==> src/sci_port_regs.svh <==
/*
  Register offsets, field positions, reset values and timing counts for the
  serial transmitter and shared two-pin port. Included by bare name.
*/
`ifndef SCI_PORT_REGS_SVH
`define SCI_PORT_REGS_SVH

// byte offsets on the register bus, one aligned word each
`define OFS_CTRL1        8'h00
`define OFS_CTRL2        8'h04
`define OFS_PORT_LATCH   8'h08
`define OFS_PORT_DIR     8'h0c
`define OFS_STATUS1      8'h10
`define OFS_STATUS2      8'h14
`define OFS_DATA         8'h18
`define OFS_CTRL3        8'h1c

// control register one
`define C1_ENABLE        0
`define C1_CHAR9         1
`define C1_TX_POLARITY_INVERT         2
// control register two
`define C2_TE            0
`define C2_SBK           1
`define C2_TEIE          2
`define C2_TX_COMPLETE_IRQ_ENABLE          3
// control register three
`define C3_RXNINTH       0
`define C3_TXNINTH       1
// status register one
`define S1_TXEMPTY       0
`define S1_TXCOMPLETE    1
`define S1_RXFULL        2
`define S1_FRAMERR       3
// status register two
`define S2_BREAK         0

`define CTRL_RESET       4'h0
`define DIR_RESET        1'b0

// sixteen oversample ticks per bit
`define TICK_LAST        4'hf
`define TICK_MID         4'h7
`define BITS_CHAR8       4'ha
`define BITS_CHAR9       4'hb
`define BITS_ONE         4'h1
`define FRAME_ONES       11'h7ff
`define FRAME_ZEROS      11'h000

`endif

==> src/sci_port_pkg.sv <==
/*
  Types shared by the serial transmitter and port files.
  Assumes nothing of its surroundings.
*/
package sci_port_pkg;
  typedef logic [7:0]  bus_addr_t;
  typedef logic [31:0] bus_data_t;
  typedef enum logic {RX_IDLE, RX_BITS} rx_state_e;
endpackage : sci_port_pkg

==> src/tx_shift_if.sv <==
/*
  Carries a frame from the transmit control logic to the shift engine.
  Assumes both ends run on the same clock.
*/
`timescale 1ns/1ns
interface tx_shift_if;
  logic        load;
  logic [10:0] frame;
  logic [3:0]  nbits;
  logic        abort;
  logic        tick;
  logic        busy;
  logic        lastBit;
  logic        serial;
  modport shifter (input load, frame, nbits, abort, tick, output busy, lastBit, serial);
  modport ctrl    (output load, frame, nbits, abort, tick, input busy, lastBit, serial);
endinterface : tx_shift_if

==> src/sci_transmitter_port.sv <==
/*
  Serial transmitter with break and idle characters, a break-detecting
  receiver and the two-pin port whose pins it shares, behind an Avalon-MM
  slave with one wait state. Assumes the oversample ticks are one-cycle
  pulses on clk at sixteen times the baud rate.
*/
`timescale 1ns/1ns
`include "sci_port_regs.svh"

module sci_transmitter_port (
  input  wire logic                   clk,
  input  wire logic                   rst,
  input  wire sci_port_pkg::bus_addr_t address,
  input  wire logic                   read,
  input  wire logic                   write,
  input  wire sci_port_pkg::bus_data_t writedata,
  input  wire logic [3:0]             byteenable,
  output sci_port_pkg::bus_data_t      readdata,
  output logic                        waitrequest,
  input  wire logic [1:0]             pinIn,
  output logic [1:0]                  pinOut,
  output logic [1:0]                  pinOe,
  input  wire logic                   oversampleTickA,
  input  wire logic                   oversampleTickB,
  input  wire logic                   baudSourceSelect,
  output logic                        txIrq
);
  import sci_port_pkg::*;

  //////////////////////////////////////////////////////////////////////////
  // declarations

  logic        serialEnable;
  logic        char9;
  logic        txInvert;
  logic        txEnable;
  logic        sendBreak;
  logic        txEmptyIrqEn;
  logic        txCompleteIrqEn;
  logic        txNinth;
  logic [7:0]  txData;
  logic        txEmpty;
  logic        txComplete;
  logic        emptyArmed;
  logic        needPreamble;
  logic        idleQueued;
  logic        breakTail;
  logic        txLoad;
  logic [10:0] txFrame;
  logic [3:0]  txBits;
  logic        tick;
  logic        accept;
  logic        wrAccept;
  logic        rdAccept;
  logic        lane0;
  logic [1:0]  latch;
  logic [1:0]  dir;
  logic [1:0]  readBit;
  logic [1:0]  pinLevel;
  logic        txPinOut;
  logic        dataTransfer;
  logic [7:0]  rxData;
  logic        rxNinth;
  logic        rxFull;
  logic        frameErr;
  logic        breakFlag;
  rx_state_e   rxState;
  logic [3:0]  rxPhase;
  logic [3:0]  rxCount;
  logic [9:0]  rxShift;
  logic        rxPrev;
  logic [9:0]  next_rxShift;
  logic [7:0]  next_rxData;
  logic        next_rxNinth;
  logic        rxDone;
  bus_data_t   next_readdata;

  tx_shift_if txIf ();

  //////////////////////////////////////////////////////////////////////////
  // bus slave: every access takes exactly one wait state

  assign accept   = (read || write) && !waitrequest;
  assign wrAccept = write && !waitrequest;
  assign rdAccept = read && !waitrequest;
  assign lane0    = byteenable[0];

  always_ff @(posedge clk or posedge rst)
  begin
    if (rst)
      waitrequest <= 1'b1;
    else if (!waitrequest)
      waitrequest <= 1'b1;
    else if (read || write)
      waitrequest <= 1'b0;
  end

  always_comb
  begin
    next_readdata = 32'h0000_0000;
    unique case (address)
      `OFS_CTRL1:
      begin
        next_readdata[`C1_ENABLE] = serialEnable;
        next_readdata[`C1_CHAR9]  = char9;
        next_readdata[`C1_TX_POLARITY_INVERT]  = txInvert;
      end
      `OFS_CTRL2:
      begin
        next_readdata[`C2_TE]   = txEnable;
        next_readdata[`C2_SBK]  = sendBreak;
        next_readdata[`C2_TEIE] = txEmptyIrqEn;
        next_readdata[`C2_TX_COMPLETE_IRQ_ENABLE] = txCompleteIrqEn;
      end
      `OFS_PORT_LATCH: next_readdata[1:0] = readBit;
      `OFS_PORT_DIR:   next_readdata[1:0] = dir;
      `OFS_STATUS1:
      begin
        next_readdata[`S1_TXEMPTY]    = txEmpty;
        next_readdata[`S1_TXCOMPLETE] = txComplete;
        next_readdata[`S1_RXFULL]     = rxFull;
        next_readdata[`S1_FRAMERR]    = frameErr;
      end
      `OFS_STATUS2: next_readdata[`S2_BREAK] = breakFlag;
      `OFS_DATA:    next_readdata[7:0] = rxData;
      `OFS_CTRL3:
      begin
        next_readdata[`C3_RXNINTH] = rxNinth;
        next_readdata[`C3_TXNINTH] = txNinth;
      end
      default: next_readdata = 32'h0000_0000;
    endcase
  end

  // sampled as waitrequest drops, so it stands at the accepting edge
  always_ff @(posedge clk or posedge rst)
  begin
    if (rst)
      readdata <= 32'h0000_0000;
    else if (waitrequest && read)
      readdata <= next_readdata;
  end

  //////////////////////////////////////////////////////////////////////////
  // control registers

  always_ff @(posedge clk or posedge rst)
  begin
    if (rst)
    begin
      {txInvert, char9, serialEnable} <= 3'(`CTRL_RESET);
      {txCompleteIrqEn, txEmptyIrqEn, sendBreak, txEnable} <= `CTRL_RESET;
      txNinth <= 1'b0;
    end
    else if (wrAccept && lane0)
    begin
      if (address == `OFS_CTRL1)
      begin
        serialEnable <= writedata[`C1_ENABLE];
        char9        <= writedata[`C1_CHAR9];
        txInvert     <= writedata[`C1_TX_POLARITY_INVERT];
      end
      if (address == `OFS_CTRL2)
      begin
        txEnable        <= writedata[`C2_TE];
        sendBreak       <= writedata[`C2_SBK];
        txEmptyIrqEn    <= writedata[`C2_TEIE];
        txCompleteIrqEn <= writedata[`C2_TX_COMPLETE_IRQ_ENABLE];
      end
      if (address == `OFS_CTRL3)
        txNinth <= writedata[`C3_TXNINTH];
    end
  end

  //////////////////////////////////////////////////////////////////////////
  // port pins; pin 0 carries transmit data, pin 1 receive data

  assign txPinOut = txIf.serial ^ txInvert;

  genvar p;
  generate
    for (p = 0; p < 2; p++)
    begin : gPin
      port_pin_bit uPin (
        .clk      (clk),
        .rst      (rst),
        .pinIn    (pinIn[p]),
        .latchWe  (wrAccept && lane0 && (address == `OFS_PORT_LATCH)),
        .dirWe    (wrAccept && lane0 && (address == `OFS_PORT_DIR)),
        .wrBit    (writedata[p]),
        .owned    (serialEnable),
        .ownOe    (p == 0),
        .ownOut   (txPinOut),
        .pinOut   (pinOut[p]),
        .pinOe    (pinOe[p]),
        .latch    (latch[p]),
        .dir      (dir[p]),
        .readBit  (readBit[p]),
        .pinLevel (pinLevel[p])
      );
    end
  endgenerate

  //////////////////////////////////////////////////////////////////////////
  // transmitter

  assign tick = baudSourceSelect ? oversampleTickB : oversampleTickA;

  assign txIf.load  = txLoad;
  assign txIf.frame = txFrame;
  assign txIf.nbits = txBits;
  assign txIf.abort = !serialEnable;
  assign txIf.tick  = tick;

  sci_tx_shifter uShifter (
    .clk (clk),
    .rst (rst),
    .tx  (txIf)
  );

  assign dataTransfer = txLoad && txFrame[0] == 1'b0 && txBits != `BITS_ONE
                        && !sendBreak && txFrame != `FRAME_ZEROS;

  always_ff @(posedge clk or posedge rst)
  begin
    if (rst)
    begin
      txLoad       <= 1'b0;
      txFrame      <= `FRAME_ONES;
      txBits       <= `BITS_CHAR8;
      needPreamble <= 1'b1;
      idleQueued   <= 1'b0;
      breakTail    <= 1'b0;
    end
    else if (!serialEnable)
    begin
      txLoad       <= 1'b0;
      needPreamble <= 1'b1;
      idleQueued   <= 1'b0;
      breakTail    <= 1'b0;
    end
    else
    begin
      txLoad <= 1'b0;
      if (wrAccept && lane0 && address == `OFS_CTRL2 && writedata[`C2_TE] && !txEnable)
      begin
        if (txIf.busy || txLoad)
          idleQueued <= 1'b1;
        else
          needPreamble <= 1'b1;
      end
      if (!txIf.busy && !txLoad)
      begin
        if (txEnable && sendBreak)
        begin
          txLoad    <= 1'b1;
          txFrame   <= `FRAME_ZEROS;
          txBits    <= char9 ? `BITS_CHAR9 : `BITS_CHAR8;
          breakTail <= 1'b1;
        end
        else if (breakTail)
        begin
          txLoad    <= 1'b1;
          txFrame   <= `FRAME_ONES;
          txBits    <= `BITS_ONE;
          breakTail <= 1'b0;
        end
        else if (txEnable && (idleQueued || needPreamble))
        begin
          txLoad       <= 1'b1;
          txFrame      <= `FRAME_ONES;
          txBits       <= char9 ? `BITS_CHAR9 : `BITS_CHAR8;
          idleQueued   <= 1'b0;
          needPreamble <= 1'b0;
        end
        else if (txEnable && !txEmpty)
        begin
          txLoad  <= 1'b1;
          txFrame <= char9 ? {1'b1, txNinth, txData, 1'b0} : {2'b11, txData, 1'b0};
          txBits  <= char9 ? `BITS_CHAR9 : `BITS_CHAR8;
        end
      end
    end
  end

  always_ff @(posedge clk)
  begin
    if (wrAccept && lane0 && address == `OFS_DATA)
      txData <= writedata[7:0];
  end

  always_ff @(posedge clk or posedge rst)
  begin
    if (rst)
    begin
      txEmpty    <= 1'b1;
      emptyArmed <= 1'b0;
    end
    else
    begin
      if (rdAccept && address == `OFS_STATUS1 && txEmpty)
        emptyArmed <= 1'b1;
      if (dataTransfer)
        txEmpty <= 1'b1;
      else if (wrAccept && lane0 && address == `OFS_DATA && emptyArmed)
      begin
        txEmpty    <= 1'b0;
        emptyArmed <= 1'b0;
      end
    end
  end

  always_ff @(posedge clk or posedge rst)
  begin
    if (rst)
      txComplete <= 1'b1;
    else if (!txIf.busy && !txLoad && txEmpty && !sendBreak && !breakTail && !idleQueued)
      txComplete <= 1'b1;
    else
      txComplete <= 1'b0;
  end

  always_ff @(posedge clk or posedge rst)
  begin
    if (rst)
      txIrq <= 1'b0;
    else
      txIrq <= (txEmpty && txEmptyIrqEn) || (txComplete && txCompleteIrqEn);
  end

  //////////////////////////////////////////////////////////////////////////
  // receiver: one centre sample per bit; enough to frame and spot breaks

  assign next_rxShift = {pinLevel[1], rxShift[9:1]};
  assign rxDone = rxState == RX_BITS && tick && rxPhase == `TICK_MID
                  && rxCount == (char9 ? 4'ha : 4'h9);

  always_comb
  begin
    next_rxData  = char9 ? next_rxShift[7:0] : next_rxShift[8:1];
    next_rxNinth = next_rxShift[8];
  end

  always_ff @(posedge clk or posedge rst)
  begin
    if (rst)
    begin
      rxState <= RX_IDLE;
      rxPhase <= 4'h0;
      rxCount <= 4'h0;
      rxShift <= 10'h000;
      rxPrev  <= 1'b1;
    end
    else
    begin
      rxPrev <= pinLevel[1];
      unique case (rxState)
        RX_IDLE:
          if (serialEnable && rxPrev && !pinLevel[1])
          begin
            rxState <= RX_BITS;
            rxPhase <= 4'h0;
            rxCount <= 4'h0;
          end
        RX_BITS:
          if (!serialEnable)
            rxState <= RX_IDLE;
          else if (tick)
          begin
            rxPhase <= rxPhase + 4'h1;
            if (rxPhase == `TICK_MID)
            begin
              rxCount <= rxCount + 4'h1;
              if (rxCount == 4'h0 && pinLevel[1])
                rxState <= RX_IDLE;
              else if (rxCount != 4'h0)
                rxShift <= next_rxShift;
              if (rxDone)
                rxState <= RX_IDLE;
            end
          end
      endcase
    end
  end

  // flags set on a finished frame win over a clearing read
  always_ff @(posedge clk or posedge rst)
  begin
    if (rst)
    begin
      rxData    <= 8'h00;
      rxNinth   <= 1'b0;
      rxFull    <= 1'b0;
      frameErr  <= 1'b0;
      breakFlag <= 1'b0;
    end
    else if (rxDone)
    begin
      rxFull   <= 1'b1;
      frameErr <= !next_rxShift[9];
      if (!next_rxShift[9] && next_rxData == 8'h00 && (!char9 || !next_rxNinth))
      begin
        breakFlag <= 1'b1;
        rxData    <= 8'h00;
        rxNinth   <= 1'b0;
      end
      else
      begin
        rxData  <= next_rxData;
        rxNinth <= next_rxNinth;
      end
    end
    else
    begin
      if (rdAccept && address == `OFS_DATA)
      begin
        rxFull   <= 1'b0;
        frameErr <= 1'b0;
      end
      if (rdAccept && address == `OFS_STATUS2)
        breakFlag <= 1'b0;
    end
  end
endmodule : sci_transmitter_port

==> src/sci_tx_shifter.sv <==
/*
  Transmit shift register: shifts a loaded frame out LSB first, one bit per
  sixteen oversample ticks. Assumes ticks are one-cycle pulses on clk.
*/
`timescale 1ns/1ns
`include "sci_port_regs.svh"
module sci_tx_shifter (
  input  wire logic clk,
  input  wire logic rst,
  tx_shift_if.shifter tx
);
  import sci_port_pkg::*;

  logic [10:0] shiftReg;
  logic [3:0]  bitsLeft;
  logic [3:0]  phase;
  logic        busy;

  always_ff @(posedge clk or posedge rst)
  begin
    if (rst)
    begin
      shiftReg <= `FRAME_ONES;
      bitsLeft <= 4'h0;
      phase    <= 4'h0;
      busy     <= 1'b0;
    end
    else if (tx.abort)
    begin
      shiftReg <= `FRAME_ONES;
      bitsLeft <= 4'h0;
      busy     <= 1'b0;
    end
    else if (tx.load && !busy)
    begin
      shiftReg <= tx.frame;
      bitsLeft <= tx.nbits;
      phase    <= 4'h0;
      busy     <= 1'b1;
    end
    else if (busy && tx.tick)
    begin
      phase <= phase + 4'h1;
      if (phase == `TICK_LAST)
      begin
        shiftReg <= {1'b1, shiftReg[10:1]};
        bitsLeft <= bitsLeft - 4'h1;
        if (bitsLeft == `BITS_ONE)
          busy <= 1'b0;
      end
    end
  end

  assign tx.busy    = busy;
  assign tx.lastBit = busy && (bitsLeft == `BITS_ONE);
  assign tx.serial  = shiftReg[0];
endmodule : sci_tx_shifter

==> src/port_pin_bit.sv <==
/*
  One general-purpose port pin: output latch, direction bit, input
  synchroniser, readback select and takeover by the serial module.
  Assumes pinIn is asynchronous to clk.
*/
`timescale 1ns/1ns
`include "sci_port_regs.svh"
module port_pin_bit (
  input  wire logic clk,
  input  wire logic rst,
  input  wire logic pinIn,
  input  wire logic latchWe,
  input  wire logic dirWe,
  input  wire logic wrBit,
  input  wire logic owned,
  input  wire logic ownOe,
  input  wire logic ownOut,
  output logic      pinOut,
  output logic      pinOe,
  output logic      latch,
  output logic      dir,
  output logic      readBit,
  output logic      pinLevel
);
  import sci_port_pkg::*;

  logic syncFirst;

  always_ff @(posedge clk)
  begin
    if (latchWe)
      latch <= wrBit;
  end

  always_ff @(posedge clk or posedge rst)
  begin
    if (rst)
      dir <= `DIR_RESET;
    else if (dirWe)
      dir <= wrBit;
  end

  always_ff @(posedge clk or posedge rst)
  begin
    if (rst)
    begin
      syncFirst <= 1'b1;
      pinLevel  <= 1'b1;
    end
    else
    begin
      syncFirst <= pinIn;
      pinLevel  <= syncFirst;
    end
  end

  always_ff @(posedge clk or posedge rst)
  begin
    if (rst)
    begin
      pinOut  <= 1'b0;
      pinOe   <= 1'b0;
      readBit <= 1'b0;
    end
    else
    begin
      pinOe   <= owned ? ownOe : dir;
      pinOut  <= owned ? ownOut : latch;
      readBit <= dir ? latch : pinLevel;
    end
  end
endmodule : port_pin_bit

==> config.mk <==
export PLATFORM = sky130hd
export DESIGN_NAME = sci_transmitter_port
export DESIGN_NICKNAME = d
export VERILOG_FILES = /design/src/sci_port_pkg.sv /design/src/tx_shift_if.sv /design/src/sci_transmitter_port.sv /design/src/sci_tx_shifter.sv /design/src/port_pin_bit.sv
export VERILOG_INCLUDE_DIRS = /design/src
export SDC_FILE = /design/constraint.sdc
export NUM_CORES = 1
export LEC_CHECK = 0
export ABC_CLOCK_PERIOD_IN_PS = 7500
export BUFFER_PORTS_ARGS = -buffer_cell sky130_fd_sc_hd__buf_2
export CORE_AREA = 2 2 98 100
export DETAILED_ROUTE_END_ITERATION = 8
export DIE_AREA = 0 0 100 102
export GPL_TIMING_DRIVEN = 1
export PLACE_DENSITY = 0.83
export SYNTH_ARGS = -nofsm -noshare
export SYNTH_HDL_FRONTEND = slang
export SYNTH_SLANG_ARGS = --single-unit
==> constraint.sdc <==
create_clock -name clk -period 7.5 [get_ports clk]
set_input_delay 0.75 -clock clk [delete_from_list [all_inputs] [get_ports clk]]
set_output_delay 0.75 -clock clk [all_outputs]
set_load 0.005 [all_outputs]
# Word level (Yosys, flattened, before mapping)
# Index checks and enable logic that the tools add are counted.
# word_totals
reg_bits	114
latch_bits	0
ramBits	0
romBits	0
input_bits	53
output_inout_bits	38
memories	0
# op_classes
n_addsub	4
n_mul	0
div	0
magnitude_cmp	0
eq_ne	21
shift	0
muxes	93
bitwise	4
reduce_logical	76
# ops
op	n
$mux W11	8
$mux W4	17
$mux W1	57
$logic_and A1 B1 Y1	39
$eq A8 B5 Y1 const B	4
$eq A8 B4 Y1 const B	2
$logic_not A8 Y1	2
$mux W8	2
$pmux W4 S2	2
$add A4 B1 Y4 const B	3
$reduce_and A2 Y1	6
$logic_not A1 Y1	11
$reduce_bool A11 Y1	1
$mux W10	1
$ne A3 B1 Y1 const B	3
$reduce_and A3 Y1	3
$eq A8 B3 Y1 const B	1
$pmux W1 S8	1
$reduce_bool A2 Y1	4
$reduce_bool A4 Y1	2
$pmux W1 S7	1
$ne A2 B1 Y1 const B	3
$ne A2 B2 Y1 const B	3
$reduce_and A6 Y1	1
other kinds (15)	21

# Longest topological paths before layout
# logic_depth
ltp_word	12
depth_mapped	7
depth_no_buf	6

# By module
# A second synthesis with hierarchy kept.
# unflattened
hier_cells	475
area_unflattened_um2	5556.6
# modules_own_cells
module	n_inst	cells_each	area_each_um2	seq_area_each_um2
sci_transmitter_port	1	350	3960.0	1988.2
sci_tx_shifter	1	101	1126.1	514.2
port_pin_bit	2	12	235.2	182.7

# Worst setup path before layout
# OpenSTA, ideal clock, no wires.
# synth_path
kind	input to register
startpoint	input port address[5]
endpoint	register emptyArmed
setup_ns	0.121
t_arrival_ns	2.601
required_time_ns	7.379
slack_ns	4.778
stages	5
n_path_buf	1
path_cell_list	or3_1 > buf_6 > nor4_1 > nand2_1 > o22a_1
# synth_between
elab_chain_cells	6
elab_cells_between_ends	9
# synth_lines
element	line	source
from (decl)	sci_transmitter_port.sv:13	input wire sci_port_pkg::bus_addr_t address,
$eq A8 B5 Y1	--	
$logic_and A1 B1 Y1 (no line)	--	
$logic_and A1 B1 Y1	sci_transmitter_port.sv:301	if (rdAccept && address == `OFS_STATUS1 && txEmpty)
$mux W1	sci_transmitter_port.sv:301	
$mux W1	sci_transmitter_port.sv:305	else if (wrAccept && lane0 && address == `OFS_DATA && emptyArmed)
$mux W1 (*)	sci_transmitter_port.sv:303	if (dataTransfer)
to (signal assigned)	sci_transmitter_port.sv:297	emptyArmed <= 1'b0;
to (signal assigned)	sci_transmitter_port.sv:302	emptyArmed <= 1'b1;
to (signal assigned)	sci_transmitter_port.sv:308	emptyArmed <= 1'b0;
to (decl)	sci_transmitter_port.sv:44	logic emptyArmed;
# Every way passes the cells marked *; elsewhere a longest branch is shown, timed or not.
# A chain may end at the register's enable or synchronous reset.

# Worst setup path after layout
# layout_path
startpoint	input port address[5]
endpoint	register idleQueued
# layout_between
elab_chain_cells	10
# layout_lines
element	line	source
$eq A8 B3 Y1 (*)	--	
$logic_and A1 B1 Y1 (no line) (*)	--	
$logic_and A1 B1 Y1 (*) (2 in series)	sci_transmitter_port.sv:245	if (wrAccept && lane0 && address == `OFS_CTRL2 && writedata[`C2_TE] && !txEnable)
$mux W1 (*)	sci_transmitter_port.sv:245	
$mux W1	sci_transmitter_port.sv:268	else if (txEnable && (idleQueued || needPreamble))
$mux W1	sci_transmitter_port.sv:261	else if (breakTail)
$mux W1	sci_transmitter_port.sv:254	if (txEnable && sendBreak)
$mux W1 (*)	sci_transmitter_port.sv:252	if (!txIf.busy && !txLoad)
$mux W1 (*)	sci_transmitter_port.sv:235	else if (!serialEnable)
to (signal assigned)	sci_transmitter_port.sv:232	idleQueued <= 1'b0;
to (signal assigned)	sci_transmitter_port.sv:239	idleQueued <= 1'b0;
to (signal assigned)	sci_transmitter_port.sv:248	idleQueued <= 1'b1;
to (decl)	sci_transmitter_port.sv:46	logic idleQueued;
# Marked as above.

==> impl_metrics.json <==
{
  "cellPowerDensity_mw_per_mm2": 179,
  "synth_edf_count": 10,
  "synth_top_family_by_area": "simple AND/OR/NAND/NOR gates",
  "peakVddDrop_uv": 122,
  "clk_pin_slew_ns": 0.10,
  "syn_inst": 482,
  "synth_area_per_cell_um2": 11.2,
  "crit_required_ns": 7.79,
  "ys.flop_type": "dfrtp_1",
  "port_buffers": 39,
  "async_reset_ff_share_pct": 91.0,
  "min_period_ns": 2.41,
  "drt_pass1_iterations": 4,
  "drt-initial-drc-count": 185,
  "htree_levels": 3,
  "finalSetupViolations": 0,
  "fillers": 725,
  "place_congestion": 0.918,
  "synth_simple_gate_area_share_pct": 12.7,
  "final_layout_size_suffix_gt1_share_pct": 25.1,
  "p_leak_nw": 2.44,
  "grt_setup_unrepaired": "false",
  "pre_cts_ws_ns": 4.68,
  "placed_cells": 613,
  "cts_setup_buffers": 0,
  "relSlewSlack_pct": 24.4,
  "wire_per_inst_um": 16.8,
  "skew_ns": 0.0103,
  "grt_pass1_vias": 3726,
  "synth.area.mux_share_pct": 12.7,
  "die_w_um": 100,
  "critPathCaptureType": "flip-flop",
  "cts_buffers": 9,
  "power_w": 0.00104,
  "die_area_mm2": 0.0102,
  "path_max_fanout": 9,
  "synthTopCellsByArea": "dfrtp_1 32%, dfstp_2 16%, edfxtp_1 5.6%",
  "syn_to_final_growth_pct": 7.07,
  "synth_compound_area_share_pct": 11.9,
  "fin_cells": 629,
  "cts_root_buffer": "clkbuf_8",
  "totalWireLength_um": 10600,
  "finalHoldViolCount": 0,
  "outcome": "finished clean",
  "via_count": 3754,
  "cts.sink_count": 111,
  "fmax_mhz": 415,
  "pin_count": 91,
  "cts_tree": "built",
  "grt_usage_pct": 22.4,
  "max-cap-violations": 0,
  "hold_path.class": "flip-flop to flip-flop",
  "yosysSeqAreaShare_pct": 53.1,
  "fin_setup_tns_ns": 0,
  "antennaDiodeCount": 0,
  "start_util_pct": 59.3,
  "hpwl_um": 7330,
  "overflow": 0,
  "nets": 572,
  "path_class": "input port to flip-flop",
  "synth.yosys.warnings": 0,
  "period_share_pct": 32.1,
  "viasPerCell": 5.97,
  "grt_pass1_wl_um": 17900,
  "slew_viol_final": 0,
  "core_area_mm2": 0.00911,
  "start_kind": "input port",
  "drc": 0,
  "fin_util_pct": 63.5,
  "ctsResizeCount": 0,
  "synth_top_area_share_pct": 32.0,
  "worst_slew_pin_slew_ns": 1.13,
  "grt_max_degree": 65,
  "die_h_um": 102,
  "hold_buffers": 0,
  "fp-row-count": 35,
  "cts_buffer_depth": 2,
  "synthAdderAreaFrac_pct": 1.39,
  "synth_xor_area_share_pct": 0.649,
  "synth_area_mm2": 0.00540,
  "final_antenna_net_count": 0,
  "synth_top_area_cell": "dfrtp_1",
  "arrival_ns": 2.70,
  "clkLatencyLatePin_ns": 0.38,
  "ys_ff_latch": 111,
  "worst_slack_ns": 5.09,
  "yosysUniqueCellTypes": 67,
  "antenna_found_initial": 0
}
## path summary, 6_finish.rpt
check,to,slack [ns],from,cells past startpoint
worst max-delay path,idleQueued$_DFF_PP0_,5.09,address[5],5
worst min-delay path,gPin[1].uPin.pinLevel$_DFF_PP1_,0.36,gPin[1].uPin.syncFirst$_DFF_PP1_,0
worst max register to register,rxNinth$_DFFE_PP0P_,5.12,char9$_DFFE_PP0P_,5
worst min register to register,gPin[1].uPin.pinLevel$_DFF_PP1_,0.36,gPin[1].uPin.syncFirst$_DFF_PP1_,0
max in group asynchronous,rxCount[0]$_DFFE_PP0P_,5.95,rst,3
min in group asynchronous,txIrq$_DFF_PP0_,0.38,rst,2
## through the flow
stage / area, um2 / hold WS, ns
2_1_floorplan: 5490 / 0.345
3_3_place_gp: 5580 / 0.347
3_5_place_dp: 5580 / 0.348
4_1_cts: 5780 / 0.362
5_1_grt: 5780 / 0.371
6_report: 5780 / 0.361
## critical path, cell delays in order
cell	delay [ns]
buf_2	0.09
or3_1	0.49
or4_4	0.62
or4b_1	0.51
a211oi_1	0.24
## synthesized netlist by cell type, drive strengths merged (2+ instances only)
cell type,count
a21o,2
a21oi,19
a22o,8
a31oi,10
and2,3
and3,3
buf,35
clkbuf,14
dfrtp,69
dfstp,32
edfxtp,10
ha,6
inv,26
mux2,28
mux2i,30
mux4,3
nand2,30
nand2b,9
nand3,6
nand3b,3
nand4,7
nor2,11
nor2b,4
nor3,19
nor3b,2
nor4,9
nor4bb,2
o21a,3
o21ai,30
o22ai,2
o2bb2ai,2
o31a,7
o31ai,2
or2,4
or3,6
or3b,2
or4,2
xnor2,3
## cells in the final DEF (no fill, tap or decap), types with 4 or more instances in the layout
cell type / Yosys / layout
nand2b_1: 9 / 9
mux2i_1: 30 / 30
nand2_1: 30 / 30
buf_2: 1 / 39
inv_1: 25 / 24
a21oi_1: 19 / 19
a31oi_1: 10 / 10
dfstp_2: 32 / 32
or3_1: 6 / 6
nor2b_1: 4 / 4
edfxtp_1: 10 / 10
conb_1: 1 / 24
o21ai_0: 29 / 29
nor2_1: 11 / 11
a22o_1: 8 / 8
nor4_1: 9 / 9
o31a_1: 7 / 7
mux2_2: 26 / 26
clkbuf_8: 0 / 10
nand3_1: 6 / 6
ha_1: 6 / 6
nor3_1: 19 / 19
dfrtp_1: 69 / 69
buf_4: 28 / 7
nand4_1: 7 / 7
## state kept, by name, summed over array words and instances (netlist names), 2 cells and up
register	flops
gPin.uPin.readBit	2
gPin.uPin.syncFirst	2
gPin.uPin.latch	2
gPin.uPin.pinLevel	2
gPin.uPin.pinOe	2
rxCount	4
uShifter.bitsLeft	4
gPin.uPin.dir	2
txData	8
gPin.uPin.pinOut	2
rxShift	9
txBits	2
txFrame	11
uShifter.shiftReg	11
rxPhase	4
readdata	8
rxData	8
uShifter.phase	4
## report_power, final
group	switching (W)	leakage [nW]	internal [W]	total [W]
combinational	0.0000311	0.973	0.0000145	0.0000456
clock	0.000205	0.101	0.000167	0.000372
sequential	0.00000490	1.37	0.000613	0.000618
total	0.000241	2.44	0.000795	0.00104
## metal layers
metal	wire length, um	up-vias	global-route usage (%)
met5	0	-	0
met4	217	0	8.11
met3	473	22	4.72
met2	5110	115	35.4
met1	4780	1855	31.1
li1	-	1762	-
## logic make-up (layout without fill, tap and decap cells)
family                     after synthesis  in the layout
AOI/OAI and AO/OA                       99             99
xor gates and xnor gates                 4              4
muxes                                   61             61
other                                    1             24
buffers and inverters                   75             88
adders and majority gates                6              6
DFF                                    111            111
and+or+nand+nor                        125            125
## area by class of cell
cell class / instances / area [um2] / area share (%)
sequential: 111 / 2870 / 49.6
multi-input combinational: 319 / 2220 / 38.4
timing repair buffer: 46 / 248 / 4.28
clock buffer: 11 / 141 / 2.45
tap: 111 / 139 / 2.40
inverter: 26 / 100 / 1.73
clock inverter: 5 / 63.8 / 1.10
Note: power is estimated with default switching activity, not from simulation.
